$ cat src/rtl/ccr_pkg.sv
// Package for the calendar clock configuration register block.
// Assumes a 32-bit AXI4-Lite register bus with word-aligned registers.
package ccr_pkg;

    // Register byte offsets.
    localparam logic [7:0] CCR_OFF_CFG = 8'h00;
    localparam logic [7:0] CCR_OFF_VAL = 8'h04;
    localparam logic [7:0] CCR_OFF_MINUTES_SECONDS_REG = 8'h08;
    localparam logic [7:0] CCR_OFF_RESET_KIND = 8'h0C;

    // Field positions inside the configuration register.
    localparam int CCR_BIT_ON = 15;
    localparam int CCR_BIT_UNLOCK = 13;
    localparam int CCR_BIT_SYNC = 12;
    localparam int CCR_BIT_HALF = 11;
    localparam int CCR_BIT_OE = 10;
    localparam int CCR_PTR_LO = 8;

    // Reset value of the configuration register for a power-on reset, and the mask of fields that any other reset keeps.
    localparam logic [15:0] CCR_RST_POWER = 16'h0000;
    localparam logic [15:0] CCR_RST_OTHER_MASK = 16'hA7FF;

    // Timing: 10 MHz bus clock, the tick input marks one crystal pulse.
    localparam int CCR_CLK_HZ = 10000000;
    localparam logic [14:0] CCR_PULSES_PER_SEC = 15'h7FFF;
    localparam logic [14:0] CCR_HALF_PULSE = 15'h4000;
    localparam logic [5:0] CCR_SEC_PER_MIN = 6'h3C;
    localparam logic [9:0] CCR_CAL_STEP = 10'h004;

    // Window pointer selections.
    localparam logic [1:0] CCR_PTR_MINUTES_SECONDS_REG = 2'h0;
    localparam logic [1:0] CCR_PTR_WDHR = 2'h1;
    localparam logic [1:0] CCR_PTR_MONDAY = 2'h2;
    localparam logic [1:0] CCR_PTR_YEAR = 2'h3;

    localparam logic [1:0] CCR_RESP_OKAY = 2'h0;
    localparam logic [1:0] CCR_RESP_SLVERR = 2'h2;

endpackage : ccr_pkg

$ cat src/rtl/ccr_top.sv
// Calendar clock configuration register with value window, over AXI4-Lite.
// Assumes tick is one pulse per crystal period, synchronous to aclk.
//
// Chosen here: the AXI4-Lite interface to the registers and the register offsets.
`timescale 1ns/1ns
module ccr_top
    import ccr_pkg::*;
(
    input wire logic aclk,              // Bus clock, 10 MHz
    input wire logic aresetn,           // Synchronous reset, active low
    input wire logic power_on_reset,    // High when the reset is a power-on reset
    input wire logic tick,              // Crystal pulse enable
    input wire logic [31:0] s_axi_awaddr, // Write address
    input wire logic s_axi_awvalid,     // Write address valid
    output logic s_axi_awready,         // Write address ready
    input wire logic [31:0] s_axi_wdata, // Write data
    input wire logic [3:0] s_axi_wstrb, // Write strobes
    input wire logic s_axi_wvalid,      // Write data valid
    output logic s_axi_wready,          // Write data ready
    output logic [1:0] s_axi_bresp,     // Write response
    output logic s_axi_bvalid,          // Write response valid
    input wire logic s_axi_bready,      // Write response ready
    input wire logic [31:0] s_axi_araddr, // Read address
    input wire logic s_axi_arvalid,     // Read address valid
    output logic s_axi_arready,         // Read address ready
    output logic [31:0] s_axi_rdata,    // Read data
    output logic [1:0] s_axi_rresp,     // Read response
    output logic s_axi_rvalid,          // Read data valid
    input wire logic s_axi_rready,      // Read data ready
    output logic clock_out,             // Seconds clock output pin
    output logic clock_out_oe           // Output enable of the clock pin
);

    logic module_on_bit;
    logic value_write_unlock;
    logic clock_output_enable;
    logic [1:0] value_window_pointer;
    logic [1:0] next_ptr;
    logic [7:0] cal;
    logic was_power_on;
    logic [7:0] tv [0:7];
    logic [31:0] awaddr_q;
    logic [31:0] wdata_q;
    logic [3:0] wstrb_q;
    logic aw_have;
    logic w_have;
    logic do_write;
    logic do_read;
    logic win_write_hi;
    logic win_step;
    logic clear_half;
    logic sec_pulse;
    logic half_second_flag;
    logic rollover_sync_flag;
    logic [2:0] ripple;
    logic [15:0] cfg_read;
    logic [15:0] rst_cfg;

    function automatic logic [7:0] ccr_idx(input logic [31:0] addr);
        ccr_idx = addr[7:0] & 8'hFC;
    endfunction : ccr_idx

    // Slot of one byte of the selected time pair; the high byte sits above the low one.
    function automatic logic [2:0] win_slot(input logic [1:0] ptr, input logic high);
        win_slot = {ptr, high};
    endfunction : win_slot

    assign do_write = aw_have && w_have && !s_axi_bvalid;
    assign do_read = s_axi_arvalid && s_axi_arready;
    assign win_write_hi = do_write && ccr_idx(awaddr_q) == CCR_OFF_VAL && wstrb_q[1];
    // A read of the window steps the pointer whichever byte software wanted.
    assign win_step = win_write_hi || (do_read && ccr_idx(s_axi_araddr) == CCR_OFF_VAL);
    // Restarting the second is a time write, so it needs the write lock open.
    assign clear_half = do_write && ccr_idx(awaddr_q) == CCR_OFF_MINUTES_SECONDS_REG && wstrb_q[0] && value_write_unlock;
    assign rollover_sync_flag = ripple != 3'h0;
    assign cfg_read = {module_on_bit, 1'b0, value_write_unlock, rollover_sync_flag,
                       half_second_flag, clock_output_enable, value_window_pointer, cal};
    // A power-on reset clears the register; any other reset keeps the writable fields.
    assign rst_cfg = power_on_reset ? CCR_RST_POWER : (cfg_read & CCR_RST_OTHER_MASK);

    ccr_ptr_step u_ptr (
        .ptr(value_window_pointer),
        .step(win_step),
        .next_ptr(next_ptr)
    );

    ccr_timebase u_tb (
        .aclk(aclk),
        .aresetn(aresetn),
        .run(module_on_bit),
        .tick(tick),
        .cal(cal),
        .clear_half(clear_half),
        .sec_pulse(sec_pulse),
        .half(half_second_flag)
    );

    // Write address and data are taken in either order and held until the response.
    always_ff @(posedge aclk)
    begin
        if (!aresetn)
        begin
            aw_have <= 1'b0;
            w_have <= 1'b0;
            awaddr_q <= 32'h00000000;
            wdata_q <= 32'h00000000;
            wstrb_q <= 4'h0;
            s_axi_bvalid <= 1'b0;
            s_axi_bresp <= CCR_RESP_OKAY;
        end
        else
        begin
            if (s_axi_awvalid && s_axi_awready)
            begin
                aw_have <= 1'b1;
                awaddr_q <= s_axi_awaddr;
            end
            if (s_axi_wvalid && s_axi_wready)
            begin
                w_have <= 1'b1;
                wdata_q <= s_axi_wdata;
                wstrb_q <= s_axi_wstrb;
            end
            if (do_write)
            begin
                aw_have <= 1'b0;
                w_have <= 1'b0;
                s_axi_bvalid <= 1'b1;
                // Unmapped offsets finish the handshake and answer with an error.
                if (ccr_idx(awaddr_q) > CCR_OFF_RESET_KIND)
                    s_axi_bresp <= CCR_RESP_SLVERR;
                else
                    s_axi_bresp <= CCR_RESP_OKAY;
            end
            else if (s_axi_bvalid && s_axi_bready)
                s_axi_bvalid <= 1'b0;
        end
    end

    always_ff @(posedge aclk)
    begin
        if (!aresetn)
        begin
            s_axi_awready <= 1'b0;
            s_axi_wready <= 1'b0;
        end
        else
        begin
            // Readies stay low while a write is held or its response is pending.
            s_axi_awready <= !aw_have && !(s_axi_awvalid && s_axi_awready) && !s_axi_bvalid && !do_write;
            s_axi_wready <= !w_have && !(s_axi_wvalid && s_axi_wready) && !s_axi_bvalid && !do_write;
        end
    end

    // Kind of reset is caught at the release of reset.
    always_ff @(posedge aclk)
    begin
        if (!aresetn)
            was_power_on <= power_on_reset;
    end

    // Configuration register fields.
    always_ff @(posedge aclk)
    begin
        if (!aresetn)
        begin
            module_on_bit <= rst_cfg[CCR_BIT_ON];
            value_write_unlock <= rst_cfg[CCR_BIT_UNLOCK];
            clock_output_enable <= rst_cfg[CCR_BIT_OE];
            cal <= rst_cfg[7:0];
            value_window_pointer <= rst_cfg[CCR_PTR_LO +: 2];
        end
        else
        begin
            value_window_pointer <= next_ptr;
            if (do_write && ccr_idx(awaddr_q) == CCR_OFF_CFG)
            begin
                if (wstrb_q[1])
                begin
                    if (value_write_unlock)
                        module_on_bit <= wdata_q[CCR_BIT_ON];
                    value_write_unlock <= wdata_q[CCR_BIT_UNLOCK];
                    clock_output_enable <= wdata_q[CCR_BIT_OE];
                    value_window_pointer <= wdata_q[CCR_PTR_LO +: 2];
                end
                if (wstrb_q[0])
                    cal <= wdata_q[7:0];
            end
        end
    end

    // Time values held as byte pairs per pointer; the counter tree itself lives elsewhere.
    always_ff @(posedge aclk)
    begin
        if (!aresetn)
        begin
            for (int i = 0; i < 8; i++)
                tv[i] <= 8'h00;
        end
        else
        begin
            // Only the seconds byte advances here; carries into minutes belong to the counter tree.
            if (sec_pulse && module_on_bit)
            begin
                tv[0] <= (tv[0] == 8'h59) ? 8'h00 : ((tv[0][3:0] == 4'h9) ? tv[0] + 8'h07 : tv[0] + 8'h01);
            end
            if (do_write && value_write_unlock)
            begin
                if (ccr_idx(awaddr_q) == CCR_OFF_VAL)
                begin
                    if (wstrb_q[0])
                        tv[win_slot(value_window_pointer, 1'b0)] <= wdata_q[7:0];
                    if (wstrb_q[1] && value_window_pointer != CCR_PTR_YEAR)
                        tv[win_slot(value_window_pointer, 1'b1)] <= wdata_q[15:8];
                end
                else if (ccr_idx(awaddr_q) == CCR_OFF_MINUTES_SECONDS_REG)
                begin
                    if (wstrb_q[0])
                        tv[0] <= wdata_q[7:0];
                    if (wstrb_q[1])
                        tv[1] <= wdata_q[15:8];
                end
            end
        end
    end

    // The sync flag stays up for a few cycles after each counted second, while the carry ripples.
    always_ff @(posedge aclk)
    begin
        if (!aresetn)
            ripple <= 3'h0;
        else if (sec_pulse && module_on_bit)
            ripple <= 3'h4;
        else if (ripple != 3'h0)
            ripple <= ripple - 3'h1;
    end

    // Read channel: one read at a time, answered one cycle after the address is taken.
    always_ff @(posedge aclk)
    begin
        if (!aresetn)
        begin
            s_axi_arready <= 1'b0;
            s_axi_rvalid <= 1'b0;
            s_axi_rdata <= 32'h00000000;
            s_axi_rresp <= CCR_RESP_OKAY;
        end
        else
        begin
            s_axi_arready <= !s_axi_rvalid && !do_read;
            if (do_read)
            begin
                s_axi_rvalid <= 1'b1;
                s_axi_rresp <= CCR_RESP_OKAY;
                if (ccr_idx(s_axi_araddr) == CCR_OFF_CFG)
                    s_axi_rdata <= {16'h0000, cfg_read};
                else if (ccr_idx(s_axi_araddr) == CCR_OFF_VAL)
                    // The reserved high byte of the year pair reads zero.
                    s_axi_rdata <= {16'h0000,
                        (value_window_pointer == CCR_PTR_YEAR) ? 8'h00 : tv[win_slot(value_window_pointer, 1'b1)],
                        tv[win_slot(value_window_pointer, 1'b0)]};
                else if (ccr_idx(s_axi_araddr) == CCR_OFF_MINUTES_SECONDS_REG)
                    s_axi_rdata <= {16'h0000, tv[1], tv[0]};
                else if (ccr_idx(s_axi_araddr) == CCR_OFF_RESET_KIND)
                    s_axi_rdata <= {31'h00000000, was_power_on};
                else
                begin
                    s_axi_rdata <= 32'h00000000;
                    s_axi_rresp <= CCR_RESP_SLVERR;
                end
            end
            else if (s_axi_rvalid && s_axi_rready)
                s_axi_rvalid <= 1'b0;
        end
    end

    always_ff @(posedge aclk)
    begin
        if (!aresetn)
        begin
            clock_out <= 1'b0;
            clock_out_oe <= 1'b0;
        end
        else
        begin
            // The pin shows the half-second flag, a square wave of one period per second.
            clock_out <= half_second_flag;
            clock_out_oe <= clock_output_enable;
        end
    end

endmodule : ccr_top

$ cat src/rtl/ccr_ptr_step.sv
// Window pointer stepping logic.
// Assumes the caller flags each read and each high-byte write of the value window in one cycle.
`timescale 1ns/1ns
module ccr_ptr_step
    import ccr_pkg::*;
(
    input wire logic [1:0] ptr,     // Current pointer
    input wire logic step,          // Access that steps the pointer
    output logic [1:0] next_ptr     // Pointer after this cycle
);

    always_comb
    begin
        if (step && ptr != CCR_PTR_MINUTES_SECONDS_REG)
            next_ptr = ptr - 2'h1;
        else
            next_ptr = ptr;
    end

endmodule : ccr_ptr_step

$ cat src/rtl/ccr_timebase.sv
// Second timebase with drift calibration and half-second status.
// Assumes tick is a one-cycle pulse per crystal period in the bus clock domain.
`timescale 1ns/1ns
module ccr_timebase
    import ccr_pkg::*;
(
    input wire logic aclk,          // Bus clock
    input wire logic aresetn,       // Synchronous reset, active low
    input wire logic run,           // Module switched on
    input wire logic tick,          // Crystal pulse enable
    input wire logic [7:0] cal,     // Signed calibration value
    input wire logic clear_half,    // Restart the second
    output logic sec_pulse,         // One-cycle pulse per second
    output logic half                // Second half of the second
);

    logic [14:0] pulse_cnt;
    logic [5:0] sec_cnt;
    logic [9:0] skip;
    logic [9:0] cal_mag;
    logic [9:0] cal_pulses;
    logic minute_end;

    // Magnitude of the signed calibration; the most negative value gives 128 steps.
    assign cal_mag = cal[7] ? (10'h000 - {2'h3, cal}) : {2'h0, cal};
    assign cal_pulses = 10'(cal_mag * CCR_CAL_STEP);
    assign minute_end = sec_pulse && sec_cnt == CCR_SEC_PER_MIN - 6'h1;

    // Second counter; calibration adds or removes pulses once per minute.
    always_ff @(posedge aclk)
    begin
        sec_pulse <= 1'b0;
        if (!aresetn)
        begin
            pulse_cnt <= 15'h0000;
            skip <= 10'h000;
        end
        else if (clear_half)
            pulse_cnt <= 15'h0000;
        else if (run && tick)
        begin
            // Positive calibration adds pulses by counting two at once; negative drops pulses.
            if (skip != 10'h000 && !cal[7])
            begin
                skip <= skip - 10'h001;
                if (pulse_cnt == CCR_PULSES_PER_SEC)
                begin
                    pulse_cnt <= 15'h0000;
                    sec_pulse <= 1'b1;
                end
                else
                    pulse_cnt <= pulse_cnt + 15'h0001 + 15'(pulse_cnt != CCR_PULSES_PER_SEC - 15'h1);
            end
            else if (skip != 10'h000)
                skip <= skip - 10'h001;
            else if (pulse_cnt == CCR_PULSES_PER_SEC)
            begin
                pulse_cnt <= 15'h0000;
                sec_pulse <= 1'b1;
            end
            else
                pulse_cnt <= pulse_cnt + 15'h0001;
        end
        if (aresetn && minute_end)
            skip <= cal_pulses;
    end

    always_ff @(posedge aclk)
    begin
        if (!aresetn)
            sec_cnt <= 6'h00;
        else if (sec_pulse)
            sec_cnt <= (sec_cnt == CCR_SEC_PER_MIN - 6'h1) ? 6'h00 : sec_cnt + 6'h01;
    end

    assign half = pulse_cnt >= CCR_HALF_PULSE;

endmodule : ccr_timebase

$ cat config.mk
export PLATFORM = sky130hd
export DESIGN_NAME = ccr_top
export DESIGN_NICKNAME = d
export VERILOG_FILES = /design/src/rtl/ccr_pkg.sv /design/src/rtl/ccr_top.sv /design/src/rtl/ccr_ptr_step.sv /design/src/rtl/ccr_timebase.sv
export SDC_FILE = /design/constraint.sdc
export NUM_CORES = 1
export LEC_CHECK = 0
export BUFFER_PORTS_ARGS = -buffer_cell sky130_fd_sc_hd__buf_4
export CORE_MARGIN = 2
export CORE_UTILIZATION = 30
export CTS_BUF_LIST = sky130_fd_sc_hd__clkbuf_8
export DETAILED_ROUTE_END_ITERATION = 7
export PLACE_DENSITY_LB_ADDON = 0.2
export SETUP_SLACK_MARGIN = 0.4
export SYNTH_ARGS = -nofsm -noshare
export SYNTH_HDL_FRONTEND = slang
export SYNTH_SLANG_ARGS = --single-unit
$ cat constraint.sdc
create_clock -name aclk -period 5.9 [get_ports aclk]
set_input_delay 0.59 -clock aclk [delete_from_list [all_inputs] [get_ports aclk]]
set_output_delay 0.59 -clock aclk [all_outputs]
set_load 0.02 [all_outputs]
Word-level counts from Yosys, hierarchy flattened
Memory sizes are Yosys's and may differ from the RTL's. A register that Yosys moved wholly into a read port is not among the register bits.
Index checks and enable logic that the tools add are counted.
{ "totals": {"ram_bits": 64, "n_memories": 1, "ff_bits": 120, "latchBits": 0, "mem_bits_ro": 0} }
{ "op_classes": {"n_div": 0, "eq_ne": 20, "n_mux": 87, "magnitude_cmp": 2, "shift": 0, "reduce_logical": 62, "bitwise": 6, "multipliers": 0, "addsub": 9} }
{ "memory_table": {"columns": ["memory", "depth", "width", "read_ports", "rd_ports_with_merged_regs", "wr", "line_no", "text"], "rows": [
  ["tv", 8, 8, 4, 2, 8, "ccr_top.sv:41", "logic [7:0] tv [0:7];"]
]} }
{ "ops": {"columns": ["cell", "count"], "rows": [
  ["8-bit 2-to-1 mux", 12],
  ["16-bit 2-to-1 mux", 4],
  ["10-bit 2-to-1 mux", 6],
  ["15-bit 2-to-1 mux", 4],
  ["1-bit 2-to-1 mux", 45],
  ["1-bit logical AND", 29],
  ["6-bit by 2-bit == test with 1-bit output (second input constant)", 3],
  ["2-bit 2-to-1 mux", 9],
  ["3-bit 2-to-1 mux", 6],
  ["8-bit zero test", 2],
  ["8-bit OR reduction", 2],
  ["15-bit by 1-bit adder with 15-bit output", 1],
  ["15-bit by 1-bit adder with 15-bit output (second input constant)", 1],
  ["15-bit == test (second input constant)", 1],
  ["15-bit >= comparator (second input constant)", 1],
  ["15-bit inequality test (second input constant)", 1],
  ["6-bit by 1-bit == test with 1-bit output (second input constant)", 2],
  ["3-bit AND reduction", 4],
  ["2-bit nonzero test", 6],
  ["2-bit by 1-bit inequality test with 1-bit output (second input constant)", 5],
  ["10-bit nonzero test", 1],
  ["10-bit by 1-bit subtractor with 10-bit output (second input constant)", 1],
  ["1-bit zero test", 9],
  ["8-bit by 1-bit adder with 8-bit output (second input constant)", 1],
  ["other kinds (23)", 30]
]} }

Depth between registers and ports, before layout
Gate-level depths: netlist (run 1).
{ "depth": {"word_depth": 11, "mapped_depth": 14, "depth_no_buf": 13} }

Modules after synthesis
From an unflattened synthesis (run 1), not the netlist that was laid out.
{ "unflattened": {"hier_cells": 849, "hier_area_um2": 8593.2} }
{ "modules_own_cells": {"columns": ["mod", "area_each_um2", "seq_area_each_um2", "instances", "cells_each"], "rows": [
  ["ccr_top", 6068.3, 3463.3, 1, 547],
  ["ccr_timebase", 2472.4, 720.7, 1, 296],
  ["ccr_ptr_step", 52.6, 0.0, 1, 6]
]} }

Worst setup path after synthesis (run 1)
OpenSTA, ideal clock, no wires.
{ "synth_timing": {"kind": "flip-flop to flip-flop", "from": "register u_tb.pulse_cnt[0]", "to": "register u_tb.pulse_cnt[12]", "synth_period_minus_slack_ns": 2.526, "path_stages_with_launch": 15, "t_arrival_ns": 2.404, "setup_slack_ns": 3.374, "cell_sequence": "dfxtp_1 buf_4 inv_1 ha_1 nand4_1 nor2_1 nand2_1 ha_1 ha_1 inv_1 a311oi_1 o221ai_1 nor4_1 o32a_1 mux2i_1"} }
{ "synth_via": {"elab_chain_len": 4, "word_cells_on_any_way": 8} }
{ "synth_lines": {"columns": ["item", "line_no", "text"], "rows": [
  ["start, declared", "ccr_timebase.sv:17", "logic [14:0] pulse_cnt;"],
  ["start signal, assigned", "ccr_timebase.sv:52", "pulse_cnt <= pulse_cnt + 15'h0001 + 15'(pulse_cnt != CCR_PULSES_PER_SEC - 15'h1);"],
  ["start signal, assigned", "ccr_timebase.sv:62", "pulse_cnt <= pulse_cnt + 15'h0001;"],
  ["15-bit by 1-bit adder with 15-bit output (tied with other cells)", "ccr_timebase.sv:52, ccr_timebase.sv:62", null],
  ["15-bit by 1-bit adder with 15-bit output or 15-bit 2-to-1 mux (tied branches)", "ccr_timebase.sv:52, ccr_timebase.sv:56", null],
  ["15-bit 2-to-1 mux (on tied branches)", "ccr_timebase.sv:46, ccr_timebase.sv:54", null],
  ["15-bit 2-to-1 mux *", "ccr_timebase.sv:43", "if (skip != 10'h000 && !cal[7])"]
]} }
Every way passes the cells marked *; elsewhere a longest branch is shown, timed or not. The select of a mux whose other input is x is not followed.
A chain may end at the register's enable or synchronous reset.

Worst setup path after layout (run 1)
{ "layout_timing": {"from": "register u_tb.pulse_cnt[0]", "to": "register u_tb.pulse_cnt[14]"} }
Same word-level chain as after synthesis.

==> results of run 1 <==
## synthesized netlist by cell type (2+ instances only)
master	n
a21boi_0	7
a21o_1	10
a21oi_1	63
a22o_1	3
a311oi_1	3
a31oi_1	4
and2_1	22
and3_1	44
and4_1	4
buf_1	2
buf_2	5
buf_4	24
clkbuf_1	36
dfxtp_1	80
edfxtp_1	86
ha_1	17
inv_1	37
mux2_2	3
mux2i_1	6
mux4_2	17
nand2_1	111
nand2b_1	12
nand3_1	34
nand3b_1	3
nand4_1	9
nor2_1	41
nor2b_1	11
nor3_1	16
nor3b_1	2
nor4_1	10
nor4_2	3
nor4bb_1	2
o2111ai_1	2
o211ai_1	3
o21a_1	4
o21ai_0	16
o221ai_1	15
o22ai_1	11
o31ai_1	3
or3_1	9
xnor2_1	20
xor2_1	14
## cells by family after synthesis
| logic type | synth area share [%] |
|---|---|
| AO/OA/AOI/OAI | 12.6 |
| XOR/XNOR | 3.49 |
| adder cells (fa/ha/maj) | 2.49 |
| buffers and inverters | 5.88 |
| flip-flops | 49.0 |
| multiplexers | 5.59 |
| other | 0.0440 |
| AND/OR/NAND/NOR | 20.9 |
## worst max-delay path: stages, from the launching register on
cell,delay (ps)
dfxtp_1,560
inv_1,160
ha_1,230
nand4_1,80
nor2_1,40
nand2_1,100
ha_1,150
ha_1,130
inv_1,40
a311oi_1,510
o221ai_1,380
nor3_1,430
a21oi_1,170
mux2i_1,140
## registers in the layout, indices dropped and copies added, names as in the netlist, 2 cells and up, named ones only
register and cells:
s_axi_rdata 16, u_tb.skip 10, wstrb_q 2, wdata_q 16, cal 8, u_tb.sec_cnt 6, value_window_pointer 2, ripple 3
awaddr_q 6, tv 64, u_tb.pulse_cnt 15
## cells in the final DEF (no fill, tap or decap), types with 6 or more instances in the layout
cell type | Yosys | layout
mux4_2 | 17 | 17
a21oi_1 | 63 | 63
nor4_1 | 10 | 10
inv_1 | 37 | 38
buf_4 | 24 | 69
or3_1 | 9 | 9
xnor2_1 | 20 | 20
nor2b_1 | 11 | 11
and2_1 | 22 | 22
edfxtp_1 | 86 | 86
o22ai_1 | 11 | 11
o221ai_1 | 15 | 15
nand2_1 | 111 | 111
mux2i_1 | 6 | 6
nand2b_1 | 12 | 12
nand3_1 | 34 | 34
conb_1 | 1 | 26
o21ai_0 | 16 | 16
dfxtp_1 | 80 | 80
and3_1 | 44 | 44
nor2_1 | 41 | 41
inv_6 | 0 | 6
clkbuf_8 | 0 | 17
nand4_1 | 9 | 9
xor2_1 | 14 | 14
nor3_1 | 16 | 15
ha_1 | 17 | 17
a21boi_0 | 7 | 7
a21o_1 | 10 | 10
## area by class of cell
type	instances	share of cell area, %
sequential	166	43.3
timing repair buffer	69	5.36
multi-input combinational	608	40.8
clock inverter	15	1.68
inverter	38	1.48
clock buffer	17	2.42
tap	378	4.90
## final timing paths
check	start	end	slack [ps]	depth (start not counted)
worst min register to register	w_have$_SDFFE_PP0P_	s_axi_wready$_SDFF_PN0_	450	1
worst min-delay path	power_on_reset	was_power_on$_DFFE_PN_	340	1
worst max-delay path	u_tb.pulse_cnt[0]$_SDFFE_PP0P_	u_tb.pulse_cnt[14]$_SDFFE_PP0P_	2660	13
worst max register to register	u_tb.pulse_cnt[0]$_SDFFE_PP0P_	u_tb.pulse_cnt[14]$_SDFFE_PP0P_	2660	13
## metal layers
| metal | GRT usage [%] | vias to the layer above |
|---|---|---|
| li1 | - | 3148 |
| met2 | 21.6 | 98 |
| met3 | 2.73 | 14 |
| met1 | 19.3 | 2935 |
| met5 | 0 | - |
| met4 | 3.24 | 0 |
## per-stage QoR
step | utilization, % | total power, mW
after floorplan | - | 1.50
after global placement | 33.2 | 1.58
after detailed placement | 33.2 | 1.58
after CTS | 34.7 | 2.42
after global routing | 34.7 | 2.50
final | 34.7 | 2.39
## power groups by stage
stage                     Clock (mW)  Sequential (mW)  Combinational, mW
after floorplan                    0             1.31              0.188
after global placement             0             1.34              0.238
after detailed placement           0             1.34              0.244
after CTS                      0.866             1.31              0.246
after global routing           0.913             1.32              0.270
final                          0.836             1.31              0.242
==> key figures, run 1 <==
Layout
  • Area of the multi-input gates: roughly 3900 um2
  • Fillers: 2884
  • Fin area: 9660 um2
  • Synthesis-to-finish area growth: 13.2%
  • N_diodes: 0
  • Share of post-route cells with drive strength above 1: 15.1%
  • FF/Latch Area: around 4200 um2
  • NumNets Final: 1026
  • Non-filler cells, final: 1291

Global routing
  • Gr usage total: between 10% and 20%
  • First-pass GRT wire length: 32900 um
  • Largest net degree at the start of global routing: 55
  • Total gr overflow: 0
  • Vias in the first global route: 6047
  • Antenna violations before repair: 0

Timing
  • Worst Clk Skew: 18.3 ps
  • Slew headroom: between 20% and 30%
  • Unrepaired setup endpoints after global routing: no
  • Final hold vios: 0
  • Setup slack after layout: 2660 ps
  • Worst-margin pin slew: 1100 ps
  • Final setup TNS: 0 ps
  • Max-slew violation count: 0
  • Setup violators final: 0
  • WHS: between 300 and 400 ps
  • Max Clock Freq: between 300 and 400 MHz
  • Minimum clock period: 3240 ps
  • Period utilisation layout: 54.9%

Routing
  • WL final: 20200 um
  • Post-DRT Antenna Nets: 0
  • Wl on met1: around 10000 um
  • DR vias/cell: 4.80
  • Pre-antenna DRT Iters: 5
  • Starting DRT DRC Count: 321
  • Met2 WL: 9350 um
  • Via count: 6195
  • Detail Route met3 WL: 617 um
  • WL per Instance: 15.6 um
  • DR DRC count: 0
  • Top Layer Used: met4

Clock tree
  • Clock Latency Late Sink: 470 ps
  • Clk slew on worst S/H paths: 100 ps
  • CTS tree: built
  • Hold buffer count at CTS: 0
  • # resized after CTS: 0
  • # Post-CTS Setup Buffers: 0
  • Clock sink count: 166
  • H-tree levels: 4
  • Root buf cell: clkbuf_8
  • Num CTS Buffers: 17
  • Maximum clock path buffer count: 2

Critical path
  • Critical path class: reg2reg
  • Max Fanout on Critical Path: 11
  • Critical Path AT: between 3000 and 4000 ps
  • Worst EP required: 6250 ps
  • CP startpoint kind: flop
  • Setup crit end kind: flop

Floorplan
  • Die area: slightly below 30000 um2
  • Chip Height: roughly 170 um
  • Core area: approximately 28000 um2
  • Starting density of the core: 30.6%
  • IO Count: 152
  • FP Rows: 61
  • Die Width: about 170 um

Synthesis
  • Ys Warns: 0
  • Post-synth EDFFs: 86
  • Most common flop cell mapped by yosys: edfxtp_1
  • Sequential share of the synthesized area: 49.0%
  • Syn Std Cell Area: 8530 um2
  • Synth area leader: edfxtp_1
  • Top cell type's share of synthesized area: 30.3%
  • Post-synthesis cell count: roughly 860
  • Post-synth cell types: 73
  • Async S/R FF share, synth: 0%
  • Mean post-synth cell area: about 10 um2
  • Synthesized flop and latch total: 166
  • Area contributors post-synth: edfxtp_1, dfxtp_1, nand2_1, mux4_2, a21oi_1

Pwr
  • P_sw: 0.672 mW
  • PD cells: 247 nW/um2
  • Leakage: 3.64 nW
  • Pint: about 1.7 mW
  • Sw frac: 28.1%
  • Maximum vdd ir drop: 0.143 mV
  • Logic pwr share: 10.1%
  • Seq pwr share: 54.9%
  • Clk pwr share: about a third

Placement
  • # placed instances: about 1300
  • Port Buffer Count: 63
  • Post-Place Cell Area: 9260 um2
  • Place WS: about 2700 ps
  • GPL Wtd Cong: 0.817
  • Dpl hpwl: 14800 um

Worst hold path
  • Worst Hold Class: in2reg

Flow run
  • Max-cap violations: 0

Outcome
  • Run status: complete, no violations
Note: power is estimated with default switching activity, not from simulation.
==> run 2: changes to the inputs <==
- clock period: 5.9 -> 2.9 ns (I/O delays scaled with it)
==> key figures, run 2 (same netlist as run 1, synthesis figures left out) <==
Routing
  • Via count: 6392 (was 6195)
  • Met2 WL: 9830 um (was 9350 um)
  • Wl on met1: 10100 um (about the same)
  • DR DRC count: 0 (unchanged)
  • Post-DRT Antenna Nets: 0 (unchanged)
  • DR vias/cell: 4.81 (was 4.80)
  • Starting DRT DRC Count: 365 (was 321)
  • Pre-antenna DRT Iters: 5 (unchanged)
  • Top Layer Used: met4 (unchanged)
  • WL final: 20800 um (was 20200 um)
  • WL per Instance: 15.7 um (was 15.6 um)
  • Detail Route met3 WL: 730 um (was 617 um)

Timing
  • Final hold vios: 0 (unchanged)
  • Max-slew violation count: 0 (unchanged)
  • Worst-margin pin slew: 797 ps (was 1100 ps)
  • Period utilisation layout: 83.9% (was 54.9%)
  • Minimum clock period: 2430 ps (was 3240 ps)
  • Unrepaired setup endpoints after global routing: yes (was no)
  • Final setup TNS: 0 ps (unchanged)
  • Slew headroom: 46.8% (was 26.7%)
  • Max Clock Freq: 411 MHz (was 309 MHz)
  • Setup violators final: 0 (unchanged)
  • Worst Clk Skew: 18.9 ps (was 18.3 ps)

Critical path
  • RR Endpoint: u_tb.pulse_cnt[11]$_SDFFE_PP0P_ (was u_tb.pulse_cnt[14]$_SDFFE_PP0P_)
  • CP bufs+invs: 1 (was 2)
  • Max Fanout on Critical Path: 13 (was 11)
  • Worst EP required: 3250 ps (was 6250 ps)
  • Top delay family on crit path: simple AND/OR/NAND/NOR gates (was compound AO/OA/AOI/OAI gates)
  • Slowest cell on crit path: or3_4 (was dfxtp_1)
  • Highest cell delay on the worst timing path: 460 ps (was 560 ps)
  • FF-to-FF path depth: 8 (was 13)
  • Setup crit end kind: flop (unchanged)
  • FF-to-FF setup slack: 470 ps (was 2660 ps)
  • Critical path class: reg2reg (unchanged)
  • Critical Path AT: 2780 ps (was 3590 ps)
  • CP Cell Sequence: buf_4, ha_4, nand3b_1, nor4b_2, a311oi_2, or3_4, o2111a_1, or3_1 (was inv_1, ha_1, nand4_1, nor2_1, nand2_1, ha_1, ha_1, inv_1, a311oi_1, o221ai_1, nor3_1, a21oi_1, mux2i_1)
  • CP startpoint kind: flop (unchanged)
  • Crit Reg-Reg Startpoint: u_tb.pulse_cnt[0]$_SDFFE_PP0P_ (unchanged)

Layout
  • Area of the multi-input gates: 4050 um2 (was 3940 um2)
  • Max FFs per register: 64 (unchanged)
  • N_diodes: 0 (unchanged)
  • Share of post-route cells with drive strength above 1: 20.3% (was 15.1%)
  • FF/Latch Area: 4190 um2 (was 4180 um2)
  • Fillers: 2879 (was 2884)
  • Most frequent cells in the layout: nand2_1, buf_4, edfxtp_1, dfxtp_1, a21oi_1 (was nand2_1, edfxtp_1, dfxtp_1, buf_4, a21oi_1)
  • Commonest non-fill, non-tap cell in the layout: nand2_1 (unchanged)
  • Most flops, register: tv (unchanged)
  • Synthesis-to-finish area growth: 17.8% (was 13.2%)
  • Largest registers: tv x64, s_axi_rdata x16, wdata_q x16 (unchanged)
  • Post-layout util: 36.1% (was 34.7%)
  • NumNets Final: 1064 (was 1026)

Pwr
  • Sw frac: 29.0% (was 28.1%)
  • PD cells: 485 nW/um2 (was 247 nW/um2)
  • Seq pwr share: 54.3% (was 54.9%)
  • Pint: 3.46 mW (was 1.72 mW)
  • Logic pwr share: 11.0% (was 10.1%)
  • Clk pwr share: 34.7% (was 35.0%)
  • P_sw: 1.41 mW (was 0.672 mW)
  • Maximum vdd ir drop: 0.225 mV (was 0.143 mV)
  • Leakage: 3.86 nW (was 3.64 nW)

Clock tree
  • Num CTS Buffers: 17 (unchanged)
  • CTS tree: built (unchanged)
  • Clock Latency Late Sink: 470 ps (about the same)
  • Hold buffer count at CTS: 0 (unchanged)
  • Clk slew on worst S/H paths: 100 ps (about the same)
  • Root buf cell: clkbuf_8 (unchanged)
  • H-tree levels: 4 (unchanged)
  • Maximum clock path buffer count: 2 (unchanged)
  • Clock sink count: 166 (unchanged)

Global routing
  • Vias in the first global route: 6161 (was 6047)
  • Total gr overflow: 0 (unchanged)
  • Antenna violations before repair: 0 (unchanged)
  • Largest net degree at the start of global routing: 40 (was 55)
  • Gr usage total: 14.1% (was 13.7%)
  • First-pass GRT wire length: 33900 um (was 32900 um)

Placement
  • GPL Wtd Cong: 0.786 (was 0.817)
  • Dpl hpwl: 15400 um (was 14800 um)
  • Port Buffer Count: 63 (unchanged)

Floorplan
  • Chip Height: 173 um (unchanged)
  • Core area: 27900 um2 (unchanged)
  • Die area: 29800 um2 (unchanged)
  • FP Rows: 61 (unchanged)
  • Die Width: 173 um (unchanged)
  • IO Count: 152 (unchanged)
  • Starting density of the core: 30.6% (unchanged)

Outcome
  • Run status: complete, no violations (unchanged)

Worst hold path
  • Hold_sp: power_on_reset (unchanged)
  • WHS Endpoint: was_power_on$_DFFE_PN_ (unchanged)
  • Hold depth: 1 (unchanged)
  • Worst Hold Class: in2reg (unchanged)

Flow run
  • Max-cap violations: 0 (unchanged)
[run 2: worst max path at each step]
stage          cells after the start  slack (ps)                           start                              end
2_1_floorplan                     13         440  u_tb.pulse_cnt[0]$_SDFFE_PP0P_  u_tb.pulse_cnt[11]$_SDFFE_PP0P_
3_3_place_gp                       7         230  u_tb.pulse_cnt[1]$_SDFFE_PP0P_  u_tb.pulse_cnt[11]$_SDFFE_PP0P_
3_5_place_dp                       7         200  u_tb.pulse_cnt[1]$_SDFFE_PP0P_  u_tb.pulse_cnt[11]$_SDFFE_PP0P_
4_1_cts                            6         360        awaddr_q[5]$_SDFFE_PN0P_  u_tb.pulse_cnt[11]$_SDFFE_PP0P_
5_1_grt                           12         360  u_tb.pulse_cnt[0]$_SDFFE_PP0P_  u_tb.pulse_cnt[11]$_SDFFE_PP0P_
6_report                           8         470  u_tb.pulse_cnt[0]$_SDFFE_PP0P_  u_tb.pulse_cnt[11]$_SDFFE_PP0P_
[run 2: what timing repair did]
item | 4_1_cts | 5_1_grt
pin swaps | 0 | 6
endpoints found under the setup margin | 16 | 28
gates resized for setup | 8 | 13
buffers inserted | 0 | 6
[run 2: final cells by class]
cell class	count	area share, %
multi-input combinational	608	40.3
timing repair buffer	107	7.99
sequential	166	41.7
inverter	38	1.42
clock inverter	14	1.48
clock buffer	18	2.46
tap	378	4.71
[run 2: power groups by stage]
stage	Clock (mW)	Combinational, mW	Sequential, mW
finish	1.69	0.534	2.65
floorplan	0	0.384	2.67
global route	1.84	0.599	2.67
detailed placement	0	0.525	2.70
CTS	1.76	0.531	2.65
global placement	0	0.521	2.70
[run 2: metal layers]
metal  vias to the layer above  track usage (%)
met2                       119             22.9
met3                        10             2.95
met4                         0             2.96
met1                      3038             19.4
li1                       3225                -
met5                         -                0
[run 2: per-stage QoR]
step / cells / power (mW) / area, um2 / setup slack [ps] / hold slack, ps
finish: 1329 / 4.88 / 10100 / 468 / 34.4
global route: 1329 / 5.11 / 10100 / 361 / 0.277
CTS: 1323 / 4.94 / 9950 / 365 / 2.34
detailed placement: 1291 / 3.23 / 9510 / 200 / 444
global placement: 1291 / 3.22 / 9510 / 230 / 446
floorplan: 880 / 3.06 / 8630 / 437 / 389
==> run 3: changes to the inputs <==
- clock period: 2.9 -> 2.2 ns (I/O delays scaled with it)
==> key figures, run 3 (same netlist as run 1, synthesis figures left out) <==
Outcome
  • Run status: finished with violations (was complete, no violations)
  • Violated checks: negative setup slack

Floorplan
  • IO Count: 152 (unchanged)
  • Starting density of the core: 30.6% (unchanged)
  • Chip Height: 173 um (unchanged)
  • Die area: 29800 um2 (unchanged)
  • Core area: 27900 um2 (unchanged)
  • Die Width: 173 um (unchanged)
  • FP Rows: 61 (unchanged)

Timing
  • Final setup TNS: -568 ps (was 0 ps)
  • Setup violators final: 7 (was 0)
  • Max Clock Freq: 429 MHz (was 411 MHz)
  • Minimum clock period: 2330 ps (was 2430 ps)
  • Worst Clk Skew: 13.8 ps (was 18.9 ps)
  • Unrepaired setup endpoints after global routing: yes (unchanged)
  • Slew headroom: 41.8% (was 46.8%)
  • Final hold vios: 0 (unchanged)
  • Max-slew violation count: 0 (unchanged)
  • Period utilisation layout: 106% (was 83.9%)
  • Setup slack after layout: -134 ps (was 468 ps)
  • Worst-margin pin slew: 872 ps (was 797 ps)

Clock tree
  • Root buf cell: clkbuf_8 (unchanged)
  • CTS tree: built (unchanged)
  • Num CTS Buffers: 17 (unchanged)
  • Clock sink count: 166 (unchanged)
  • Clk slew on worst S/H paths: 100 ps (about the same)
  • Clock Latency Late Sink: 460 ps (was 470 ps)
  • H-tree levels: 4 (unchanged)
  • Maximum clock path buffer count: 2 (unchanged)

Routing
  • WL per Instance: 15.4 um (was 15.7 um)
  • WL final: 22500 um (was 20800 um)
  • DR DRC count: 0 (unchanged)
  • Via count: 6948 (was 6392)
  • Starting DRT DRC Count: 309 (was 365)
  • Pre-antenna DRT Iters: 5 (unchanged)
  • Post-DRT Antenna Nets: 0 (unchanged)
  • DR vias/cell: 4.78 (was 4.81)

Pwr
  • Pint: 4.69 mW (was 3.46 mW)
  • Clk pwr share: 32.8% (was 34.7%)
  • Maximum vdd ir drop: 0.279 mV (was 0.225 mV)
  • PD cells: 548 nW/um2 (was 485 nW/um2)
  • Total Power: 6.58 mW (was 4.88 mW)
  • Leakage: 4.60 nW (was 3.86 nW)
  • P_sw: 1.88 mW (was 1.41 mW)
  • Sw frac: 28.6% (was 29.0%)
  • Logic pwr share: 14.2% (was 11.0%)
  • Seq pwr share: 53.0% (was 54.3%)

Layout
  • Largest registers: tv x64, s_axi_rdata x16, wdata_q x16 (unchanged)
  • Synthesis-to-finish area growth: 40.6% (was 17.8%)
  • FF/Latch Area: 4200 um2 (was 4190 um2)
  • Non-filler cells, final: 1454 (was 1329)
  • Area of the multi-input gates: 4800 um2 (was 4050 um2)
  • NumNets Final: 1189 (was 1064)
  • Commonest non-fill, non-tap cell in the layout: buf_4 (was nand2_1)
  • Share of post-route cells with drive strength above 1: 38.3% (was 20.3%)
  • Post-layout util: 43.0% (was 36.1%)
  • Fillers: 2665 (was 2879)
  • N_diodes: 0 (unchanged)
  • Most frequent cells in the layout: buf_4, nand2_1, edfxtp_1, dfxtp_1, a21oi_1 (was nand2_1, buf_4, edfxtp_1, dfxtp_1, a21oi_1)
  • Max FFs per register: 64 (unchanged)
  • Most flops, register: tv (unchanged)

Placement
  • GPL Wtd Cong: 0.818 (was 0.786)
  • Port Buffer Count: 63 (unchanged)
  • Dpl hpwl: 16300 um (was 15400 um)
  • # placed instances: 1354 (was 1291)
  • Place WS: -192 ps (was 200 ps)

Global routing
  • Total gr overflow: 0 (unchanged)
  • Antenna violations before repair: 0 (unchanged)
  • Largest net degree at the start of global routing: 36 (was 40)
  • Vias in the first global route: 6860 (was 6161)
  • First-pass GRT wire length: 35600 um (was 33900 um)
  • Gr usage total: 14.8% (was 14.1%)

Critical path
  • Max Fanout on Critical Path: 4 (was 13)
  • CP startpoint kind: flop (unchanged)
  • Worst EP required: 2550 ps (was 3250 ps)
  • Critical path class: reg2reg (unchanged)
  • Critical Path AT: 2690 ps (was 2780 ps)
  • Setup crit end kind: flop (unchanged)

Worst hold path
  • Worst Hold Class: in2reg (unchanged)

Flow run
  • Max-cap violations: 0 (unchanged)
## run 3: final timing paths
kind	from	endpoint	slack [ps]	depth (start not counted)
setup / recovery	u_tb.pulse_cnt[0]$_SDFFE_PP0P_	u_tb.pulse_cnt[11]$_SDFFE_PP0P_	-130	12
hold / removal	s_axi_awaddr[2]	awaddr_q[2]$_SDFFE_PN0P_	30	3
hold reg to reg	s_axi_rdata[15]$_SDFFE_PN0P_	s_axi_rdata[15]$_SDFFE_PN0P_	460	2
setup reg to reg	u_tb.pulse_cnt[0]$_SDFFE_PP0P_	u_tb.pulse_cnt[11]$_SDFFE_PP0P_	-130	12
## run 3: worst max-delay path: stages (launching register included)
cell       delay, ps
dfxtp_4          390
inv_4             40
ha_4             150
nand4_1           70
nor2_1            50
nand2_1          110
ha_2             180
nand2_2           60
a21oi_4          130
o2111ai_2        140
or3_4            380
o2111a_1         230
or3_1            300
## run 3: layout make-up
type                            count  area share (%)
Clock buffer                       18            2.07
Clock inverter                     14            1.13
Inverter                           38            1.21
Multi-Input combinational cell    608            40.0
Sequential cell                   166            35.0
Tap cell                          378            3.94
Timing Repair Buffer              232            16.6
## run 3: repair_timing
action | in CTS | in global routing
hold buffers | 23 | 1
hold endpoints to repair | 23 | 1
setup endpoints to repair | 137 | 167
pin swaps | 30 | 29
resized for setup | 58 | 95
setup buffers | 26 | 14
cloned | 1 | 3
## run 3: power by group through the flow
stage	sequential (mW)	combinational (mW)	clock, mW
detailed placement	3.55	0.791	0
global placement	3.55	0.784	0
finish	3.49	0.933	2.16
global route	3.50	1.03	2.36
floorplan	3.53	0.547	0
CTS	3.48	0.884	2.23
## run 3: stage by stage
step / hold slack [ps] / area [um2]
2_1_floorplan: 319 / 9020
4_1_cts: 4.63 / 11400
3_3_place_gp: 449 / 10300
5_1_grt: 14.0 / 12000
6_report: 31.5 / 12000
3_5_place_dp: 449 / 10300
## run 3: metal layers
layer  vias to the layer above  track usage [%]  share of wire (%)
met5                         -                0                  0
met4                         0             3.24                1.1
met3                        20             3.17                3.4
met2                       119             24.9                 50
met1                      3313             19.5                 46
li1                       3496                -                  -
